==> src/rtl/efad_pkg.sv <==
// Shared constants and types for the expanded format ALU datapath
package efad_pkg;

  localparam int DATA_W = 16;
  localparam int REG_COUNT = 16;
  localparam int ADDR_W = 4;
  localparam int SEL_W = 3;
  localparam int FILL_W = 2;

  localparam logic [DATA_W-1:0] WORD_ZERO = 16'h0000;
  localparam logic [DATA_W-1:0] WORD_RESET = 16'h0000;

  // Operand pair codes, R source first
  typedef enum logic [SEL_W-1:0] {
    PAIR_A_WORK = 3'h0,
    PAIR_A_B = 3'h1,
    PAIR_ZERO_WORK = 3'h2,
    PAIR_ZERO_B = 3'h3,
    PAIR_ZERO_A = 3'h4,
    PAIR_BUS_A = 3'h5,
    PAIR_BUS_WORK = 3'h6,
    PAIR_BUS_ZERO = 3'h7
  } efad_pair_t;

  // Result routing codes
  typedef enum logic [SEL_W-1:0] {
    ROUTE_WORK = 3'h0,
    ROUTE_NOLOAD = 3'h1,
    ROUTE_AOUT = 3'h2,
    ROUTE_RESULT = 3'h3,
    ROUTE_DBL_RIGHT = 3'h4,
    ROUTE_SGL_RIGHT = 3'h5,
    ROUTE_DBL_LEFT = 3'h6,
    ROUTE_SGL_LEFT = 3'h7
  } efad_route_t;

  // Operation codes
  typedef enum logic [SEL_W-1:0] {
    OP_ADD = 3'h0,
    OP_SUB = 3'h1,
    OP_SUBREV = 3'h2,
    OP_OR = 3'h3,
    OP_AND = 3'h4,
    OP_NOTR_AND = 3'h5,
    OP_XOR = 3'h6,
    OP_NOTR_XOR = 3'h7
  } efad_op_t;

  // Shift fill codes
  localparam logic [FILL_W-1:0] FILL_ZEROS = 2'h0;
  localparam logic [FILL_W-1:0] FILL_ONES = 2'h1;
  localparam logic [FILL_W-1:0] FILL_ROTATE = 2'h2;
  localparam logic [FILL_W-1:0] FILL_SIGN = 2'h3;

endpackage

==> src/rtl/efad_datapath.sv <==
// Expanded format ALU datapath: register file, work register, operand mux, routing
module efad_datapath
  import efad_pkg::*;
(
  input wire logic clk,
  input wire logic sys_rst,
  input wire logic instrValid,
  input wire logic [ADDR_W-1:0] aAddr,
  input wire logic [ADDR_W-1:0] bAddr,
  input wire logic [SEL_W-1:0] operandPairSelect,
  input wire logic [SEL_W-1:0] resultRoutingSelect,
  input wire logic [SEL_W-1:0] operationSelect,
  input wire logic [FILL_W-1:0] shiftFillControl,
  input wire logic carryIn,
  input wire logic [DATA_W-1:0] dataBusIn,
  input wire logic busDriverSelect,
  output logic [DATA_W-1:0] yOut,
  output logic yValid,
  output logic [DATA_W-1:0] busOut,
  output logic busDriveValid,
  output logic [DATA_W-1:0] workRegOut,
  output logic carryFlag,
  output logic zeroFlag,
  output logic signFlag,
  output logic overflowFlag,
  output logic shiftOutBit
);

  logic [DATA_W-1:0] regFile_reg [REG_COUNT];
  logic [DATA_W-1:0] workReg_reg;
  logic [DATA_W-1:0] yOut_reg;
  logic [DATA_W-1:0] yOut_next;
  logic yValid_reg;
  logic [DATA_W-1:0] busOut_reg;
  logic busDriveValid_reg;
  logic carryFlag_reg;
  logic zeroFlag_reg;
  logic signFlag_reg;
  logic overflowFlag_reg;
  logic shiftOutBit_reg;
  logic shiftOutBit_next;

  logic [DATA_W-1:0] portA;
  logic [DATA_W-1:0] portB;
  logic [DATA_W-1:0] rOperand;
  logic [DATA_W-1:0] sOperand;
  logic [DATA_W-1:0] fResult;
  logic aluCarry;
  logic aluOverflow;

  efad_pair_t pairCode;
  efad_route_t routeCode;

  logic [DATA_W-1:0] regWrite_next;
  logic regWriteEn;
  logic [DATA_W-1:0] work_next;
  logic workWriteEn;
  logic rightFill;
  logic leftFill;
  logic [2*DATA_W-1:0] pairWord;

  // Independent read ports over one storage array; reads see pre-edge values
  always_comb begin
    portA = regFile_reg[aAddr];
    portB = regFile_reg[bAddr];
  end

  // Codes come straight from the decoder, three bits each
  always_comb begin
    pairCode = efad_pair_t'(operandPairSelect);
    routeCode = efad_route_t'(resultRoutingSelect);
  end

  // Operand mux: one code selects both R and S together
  // Zero never appears on the S side except in the bus-zero pair
  always_comb begin
    rOperand = WORD_ZERO;
    sOperand = WORD_ZERO;
    case (pairCode)
      PAIR_A_WORK: begin
        rOperand = portA;
        sOperand = workReg_reg;
      end
      PAIR_A_B: begin
        rOperand = portA;
        sOperand = portB;
      end
      PAIR_ZERO_WORK: begin
        rOperand = WORD_ZERO;
        sOperand = workReg_reg;
      end
      PAIR_ZERO_B: begin
        rOperand = WORD_ZERO;
        sOperand = portB;
      end
      PAIR_ZERO_A: begin
        rOperand = WORD_ZERO;
        sOperand = portA;
      end
      PAIR_BUS_A: begin
        rOperand = dataBusIn;
        sOperand = portA;
      end
      PAIR_BUS_WORK: begin
        rOperand = dataBusIn;
        sOperand = workReg_reg;
      end
      PAIR_BUS_ZERO: begin
        rOperand = dataBusIn;
        sOperand = WORD_ZERO;
      end
      default: begin
        rOperand = WORD_ZERO;
        sOperand = WORD_ZERO;
      end
    endcase
  end

  efad_function_unit u_function_unit (
    .rOperand(rOperand),
    .sOperand(sOperand),
    .carryIn(carryIn),
    .opCode(operationSelect),
    .fResult(fResult),
    .carryOut(aluCarry),
    .overflow(aluOverflow)
  );

  // Fill bits for the vacated end of a shift
  always_comb begin
    case (shiftFillControl)
      FILL_ZEROS: begin
        rightFill = 1'b0;
        leftFill = 1'b0;
      end
      FILL_ONES: begin
        rightFill = 1'b1;
        leftFill = 1'b1;
      end
      FILL_ROTATE: begin
        rightFill = (routeCode == ROUTE_DBL_RIGHT) ? workReg_reg[0] : fResult[0];
        leftFill = fResult[DATA_W-1];
      end
      FILL_SIGN: begin
        // Sign fill only means something going right; left gets zeros
        rightFill = fResult[DATA_W-1];
        leftFill = 1'b0;
      end
      default: begin
        rightFill = 1'b0;
        leftFill = 1'b0;
      end
    endcase
  end

  // Result and work register chained as one double word for double shifts
  always_comb begin
    pairWord = {fResult, workReg_reg};
  end

  // Destination routing: only work register, Y, the B entry and the shift-out bit can change
  always_comb begin
    regWrite_next = fResult;
    regWriteEn = 1'b0;
    work_next = workReg_reg;
    workWriteEn = 1'b0;
    yOut_next = fResult;
    shiftOutBit_next = shiftOutBit_reg;
    case (routeCode)
      ROUTE_WORK: begin
        work_next = fResult;
        workWriteEn = 1'b1;
        yOut_next = fResult;
      end
      ROUTE_NOLOAD: begin
        yOut_next = fResult;
      end
      ROUTE_AOUT: begin
        regWrite_next = fResult;
        regWriteEn = 1'b1;
        yOut_next = portA;
      end
      ROUTE_RESULT: begin
        regWrite_next = fResult;
        regWriteEn = 1'b1;
        yOut_next = fResult;
      end
      ROUTE_DBL_RIGHT: begin
        regWrite_next = {rightFill, pairWord[2*DATA_W-1:DATA_W+1]};
        work_next = pairWord[DATA_W:1];
        regWriteEn = 1'b1;
        workWriteEn = 1'b1;
        yOut_next = fResult;
        shiftOutBit_next = workReg_reg[0];
      end
      ROUTE_SGL_RIGHT: begin
        // Y shows the unshifted result, as the worked example does
        regWrite_next = {rightFill, fResult[DATA_W-1:1]};
        regWriteEn = 1'b1;
        yOut_next = fResult;
        shiftOutBit_next = fResult[0];
      end
      ROUTE_DBL_LEFT: begin
        regWrite_next = pairWord[2*DATA_W-2:DATA_W-1];
        work_next = {workReg_reg[DATA_W-2:0], leftFill};
        regWriteEn = 1'b1;
        workWriteEn = 1'b1;
        yOut_next = fResult;
        shiftOutBit_next = fResult[DATA_W-1];
      end
      ROUTE_SGL_LEFT: begin
        regWrite_next = {fResult[DATA_W-2:0], leftFill};
        regWriteEn = 1'b1;
        yOut_next = fResult;
        shiftOutBit_next = fResult[DATA_W-1];
      end
      default: begin
        regWriteEn = 1'b0;
        workWriteEn = 1'b0;
      end
    endcase
  end

  // Register file: one write port at the B address, taken at the clock edge
  for (genvar i = 0; i < REG_COUNT; i++) begin : g_entry
    always_ff @(posedge clk or posedge sys_rst) begin
      if (sys_rst) begin
        regFile_reg[i] <= WORD_RESET;
      end else if (instrValid && regWriteEn && (bAddr == ADDR_W'(i))) begin
        regFile_reg[i] <= regWrite_next;
      end
    end
  end

  // Work register
  always_ff @(posedge clk or posedge sys_rst) begin
    if (sys_rst) begin
      workReg_reg <= WORD_RESET;
    end else if (instrValid && workWriteEn) begin
      workReg_reg <= work_next;
    end
  end

  // Y output captured each valid instruction; it holds between instructions
  always_ff @(posedge clk or posedge sys_rst) begin
    if (sys_rst) begin
      yOut_reg <= WORD_RESET;
      yValid_reg <= 1'b0;
    end else begin
      yValid_reg <= instrValid;
      if (instrValid) begin
        yOut_reg <= yOut_next;
      end
    end
  end

  // Internal bus drive; the bus itself is muxed outside, this is the ALU leg
  always_ff @(posedge clk or posedge sys_rst) begin
    if (sys_rst) begin
      busOut_reg <= WORD_RESET;
      busDriveValid_reg <= 1'b0;
    end else begin
      busDriveValid_reg <= instrValid & busDriverSelect;
      if (instrValid && busDriverSelect) begin
        busOut_reg <= yOut_next;
      end
    end
  end

  // Status flags follow the unshifted function result
  always_ff @(posedge clk or posedge sys_rst) begin
    if (sys_rst) begin
      carryFlag_reg <= 1'b0;
      zeroFlag_reg <= 1'b0;
      signFlag_reg <= 1'b0;
      overflowFlag_reg <= 1'b0;
    end else if (instrValid) begin
      carryFlag_reg <= aluCarry;
      zeroFlag_reg <= (fResult == WORD_ZERO);
      signFlag_reg <= fResult[DATA_W-1];
      overflowFlag_reg <= aluOverflow;
    end
  end

  // Bit lost off the end of the last shift
  always_ff @(posedge clk or posedge sys_rst) begin
    if (sys_rst) begin
      shiftOutBit_reg <= 1'b0;
    end else if (instrValid) begin
      shiftOutBit_reg <= shiftOutBit_next;
    end
  end

  always_comb begin
    yOut = yOut_reg;
    yValid = yValid_reg;
    busOut = busOut_reg;
    busDriveValid = busDriveValid_reg;
    workRegOut = workReg_reg;
    carryFlag = carryFlag_reg;
    zeroFlag = zeroFlag_reg;
    signFlag = signFlag_reg;
    overflowFlag = overflowFlag_reg;
    shiftOutBit = shiftOutBit_reg;
  end

endmodule // efad_datapath

==> src/rtl/efad_function_unit.sv <==
// Combinational eight-function ALU core
module efad_function_unit
  import efad_pkg::*;
(
  input wire logic [DATA_W-1:0] rOperand,
  input wire logic [DATA_W-1:0] sOperand,
  input wire logic carryIn,
  input wire logic [SEL_W-1:0] opCode,
  output logic [DATA_W-1:0] fResult,
  output logic carryOut,
  output logic overflow
);

  logic [DATA_W:0] sum;
  logic [DATA_W-1:0] addL;
  logic [DATA_W-1:0] addR;
  logic arith;

  // Subtraction is add of the inverse, so NOT C as borrow equals C as carry
  always_comb begin
    addL = rOperand;
    addR = sOperand;
    arith = 1'b1;
    fResult = WORD_ZERO;
    case (efad_op_t'(opCode))
      OP_ADD: begin
        addL = rOperand;
        addR = sOperand;
      end
      OP_SUB: begin
        addL = rOperand;
        addR = ~sOperand;
      end
      OP_SUBREV: begin
        addL = sOperand;
        addR = ~rOperand;
      end
      OP_OR: begin
        arith = 1'b0;
        fResult = rOperand | sOperand;
      end
      OP_AND: begin
        arith = 1'b0;
        fResult = rOperand & sOperand;
      end
      OP_NOTR_AND: begin
        arith = 1'b0;
        fResult = ~rOperand & sOperand;
      end
      OP_XOR: begin
        arith = 1'b0;
        fResult = rOperand ^ sOperand;
      end
      OP_NOTR_XOR: begin
        arith = 1'b0;
        fResult = ~rOperand ^ sOperand;
      end
      default: begin
        arith = 1'b0;
        fResult = WORD_ZERO;
      end
    endcase
    sum = {1'b0, addL} + {1'b0, addR} + {{DATA_W{1'b0}}, carryIn};
    if (arith) begin
      fResult = sum[DATA_W-1:0];
    end
  end

  always_comb begin
    carryOut = arith & sum[DATA_W];
    overflow = arith & (addL[DATA_W-1] == addR[DATA_W-1]) & (sum[DATA_W-1] != addL[DATA_W-1]);
  end

endmodule // efad_function_unit

==> config.mk <==
export PLATFORM = sky130hd
export DESIGN_NAME = efad_datapath
export DESIGN_NICKNAME = d
export VERILOG_FILES = /design/src/rtl/efad_pkg.sv /design/src/rtl/efad_datapath.sv /design/src/rtl/efad_function_unit.sv
export SDC_FILE = /design/constraint.sdc
export NUM_CORES = 1
export LEC_CHECK = 0
export BUFFER_PORTS_ARGS = -buffer_cell sky130_fd_sc_hd__buf_2
export CORE_MARGIN = 2
export CORE_UTILIZATION = 55
export CTS_CLUSTER_DIAMETER = 200
export CTS_CLUSTER_SIZE = 28
export DETAILED_ROUTE_END_ITERATION = 10
export PLACE_DENSITY = 0.73
export SLEW_MARGIN = 20
export SYNTH_ARGS = -nofsm -noshare
export SYNTH_HDL_FRONTEND = slang
export SYNTH_SLANG_ARGS = --single-unit
==> constraint.sdc <==
create_clock -name clk -period 13.9 [get_ports clk]
set_clock_uncertainty 0.1 [all_clocks]
set_input_delay 2.085 -clock clk [delete_from_list [all_inputs] [get_ports clk]]
set_output_delay 2.085 -clock clk [all_outputs]
set_load 0.02 [all_outputs]
==> results.md <==
- Global-route wire length before repair: 96300 um
- Largest family of logic cells by synthesized area: multiplexers
- Layout area overhead: 5.60%
- Fillers: 2861
- Placed cell areas: a little over 0.02 mm^2
- Critical Path Most Common Cell: a21oi_1
- Initial Util: a little under three fifths
- Syn_nets: approximately 1800
- Post-synth EDFFs: 0
- Clock tree buffer depth: 3
- Core Region: roughly 0.035 mm^2
- Routed wire length: 63300 um
- Post-Route Utilization: between 50% and 60%
- Status: finished clean
- Ys Warns: 0
- Final-report setup violation count: 0
- CP Capture Type: register
- Ant. Diodes: 0
- Largest register FFs: around 260
- Routed via count: 15700
- Routed Antenna Nets: 0
- Final Power: about 0.0032 W
- Iter 0 DRT Violations: around 1900
- Max Clk Rate: around 120 MHz
- Num CTS Buffers: 15
- Pleak: between 8 and 9 nW
- Post-synthesis adder-cell area fraction: around 1.6%
- Min-Delay Path Class: reg2reg
- Root Buffer: clkbuf_16
- Critical path arrival: 8.68 ns
- Site row count: slightly below 70
- CTS resizes: 0
- Initial antenna violation count: 0
- Compound-Gate Fraction of Synth Area: approximately 15%
- Synthesized flop and latch total: ~310
- Xor/xnor share of the synthesized area: about 1.1%
- Pwr/cell area: roughly 150 mW/mm^2
- CP max FO: 36
- Worst setup path category: in2reg
- Fin nets: about 1800
- Area of the multi-input gates: approximately 0.011 mm^2
- Sequential cell area fraction in the yosys report: between 30% and 40%
- Post-synth cell types: 98
- Total GRT Usage: about 34%
- # port buffers: 94
- FF-to-FF setup slack: 7.85 ns
- Count of final max-slew check failures: 0
- Via-to-Cell Ratio: between 7 and 8
- CP required: 14.26 ns
- Vias in the first global route: 15200
- Die area: roughly 0.038 mm^2
- Clock Pin Slew Worst Setup and Hold Paths: approximately 0.10 ns
- CP Cell Sequence: buf_4 > buf_4 > mux4_2 > a22o_1 > a221o_1 > a21oi_1 > nor3_1 > a21oi_1 > o21ai_0 > ha_1 > o211a_1 > o21a_1 > a21oi_1 > o31ai_1 > xnor2_1 > a222oi_1 > nand2_1 > a31oi_2 > mux2_2
- Final hold violations: 0
- CTS tree: built
- Hpwl dp: 44300 um
- Setup TNS: 0 ns
- Mapped Cells: about 1800
- I/O pin cnt: 95
- DRT Pass-1 Iters: 8
- Worst vdd ir: 0.105 mV
- Clk sinks: 311
- Post-synthesis mux area share: between 20 and 30%
- Hold buffer count at CTS: 0
- Simple-gate share of the synthesized area: a little under a tenth
- Tmin final: about 8.3 ns
- Latest clock arrival within the worst-skew pair: about 0.54 ns
- Gr ovfl total: 0
- Layout cells sized above 1: approximately 31%
- Async S/R FF share, synth: between 90% and 100%
- Area taken by flip-flops and latches: a little under 0.008 mm^2
- Ratio of final minimum period to clock period: 59.9%
- Die H: around 190 um
- Hold slack: 0.400 ns
- Crit start category: input pin
- Die X-Extent: 194 um
- Unrepaired setup endpoints after global routing: false
- Post-route design area: ~0.021 mm^2
- Slowest stage delay, CP: 0.78 ns
- Drc violations: 0
- Headroom to the max-slew limit: between 20% and 30%
- Synth Flop Type: dfrtp_1
- CP max-delay cell: a222oi_1
- GPL Wtd Cong: 1.02
- Netlist Area Pre-Place: roughly 0.020 mm^2
- H-tree Lvls: 1
- Max-Cap Viols: 0
- Wire per inst: around 28 um
- Avg Inst Size Synth: 11.2 um^2
- Least-Margin Pin Slew: ~1.1 ns
- Setup bufs post-CTS: 0
- Pin count of the biggest net entering global routing: 159
## kinds of logic (layout without fill, tap and decap cells)
kind of cell / after synthesis / in the layout
AO/OA/AOI/OAI: 435 / 435
AND/OR/NAND/NOR: 399 / 399
multiplexers: 383 / 383
flip-flops: 311 / 311
buffers and inverters: 189 / 190
adder cells (fa/ha/maj): 25 / 25
XOR/XNOR: 24 / 24
## synthesized netlist by cell type, types with 13 or more instances
cell | n | share of area (%)
clkbuf_1 | 93 | 1.8
buf_2 | 23 | 0.58
a221o_1 | 13 | 0.66
a21o_1 | 16 | 0.61
xnor2_1 | 15 | 0.66
a22oi_1 | 20 | 0.76
nor2b_1 | 13 | 0.41
mux2_2 | 209 | 12
o22ai_1 | 26 | 0.82
nand2_1 | 100 | 1.9
nand3_1 | 25 | 0.63
a211oi_1 | 23 | 0.87
and2_1 | 18 | 0.57
nor2_1 | 143 | 2.7
a21oi_1 | 133 | 3.4
buf_6 | 19 | 1.1
mux4_2 | 120 | 14
ha_1 | 17 | 1.1
nor3_1 | 29 | 0.73
mux2i_1 | 35 | 1.8
dfrtp_1 | 311 | 39
inv_1 | 34 | 0.64
o21ai_0 | 52 | 1.3
## per-stage QoR
step | setup slack, ns | cells
2_1_floorplan | 3.11 | 1766
3_3_place_gp | 5.13 | 2211
3_5_place_dp | 5.02 | 2211
4_1_cts | 5.50 | 2228
5_1_grt | 5.21 | 2228
6_report | 5.58 | 2228
## metal layers
layer	part of all wire [%]	global-route usage [%]
met1	39	45.5
met2	46	52.4
met3	9.8	7.50
met4	5.2	14.4
met5	0	0
## final cells by class
class,instances,area share (%)
multi-input cells,1266,53.6
flip-flops and latches,311,37.2
repair buffers,135,3.74
well taps,461,2.76
clock buffers,15,1.79
inverters,38,0.741
clock inverters,2,0.185
## critical path: cells and delay by family
kind	cells	cell delay, ns
muxes	2	0.90
and+or+nand+nor	2	0.32
adders and majority gates	1	0.38
buffers and inverters	2	1.12
AOI/OAI and AO/OA	11	3.64
xor gates and xnor gates	1	0.15
## power breakdown
group          internal, W  total (W)  switching [W]
clock network     0.000202   0.000504       0.000302
registers          0.00119    0.00143       0.000241
logic             0.000601    0.00126       0.000659
total              0.00199    0.00319        0.00120
## path summary, 6_finish.rpt
path,end,cells after the start,start
setup / recovery,regFile_reg[74],19,bAddr[0]
hold / removal,busOut[10],2,busOut[10]
setup reg to reg,regFile_reg[74],17,regFile_reg[196]
hold reg to reg,busOut[10],2,busOut[10]
max in group asynchronous,signFlag,3,sys_rst
min in group asynchronous,regFile_reg[221],2,sys_rst
## cell usage in the layout, fill, tap and decap left out, types with 13 or more instances in the layout
cell / n
and2_1: 18
a21o_1: 16
a22oi_1: 20
xnor2_1: 15
nand2_1: 100
nor2b_1: 13
a21oi_1: 133
nor2_1: 131
mux4_2: 120
mux2_2: 209
buf_2: 92
a221o_1: 13
o22ai_1: 26
nor3_1: 24
buf_4: 43
ha_1: 17
o21ai_0: 52
clkbuf_16: 15
mux2i_1: 35
a211oi_1: 23
nand3_1: 25
inv_1: 33
dfrtp_1: 311
(Power assumes the default switching activity.)
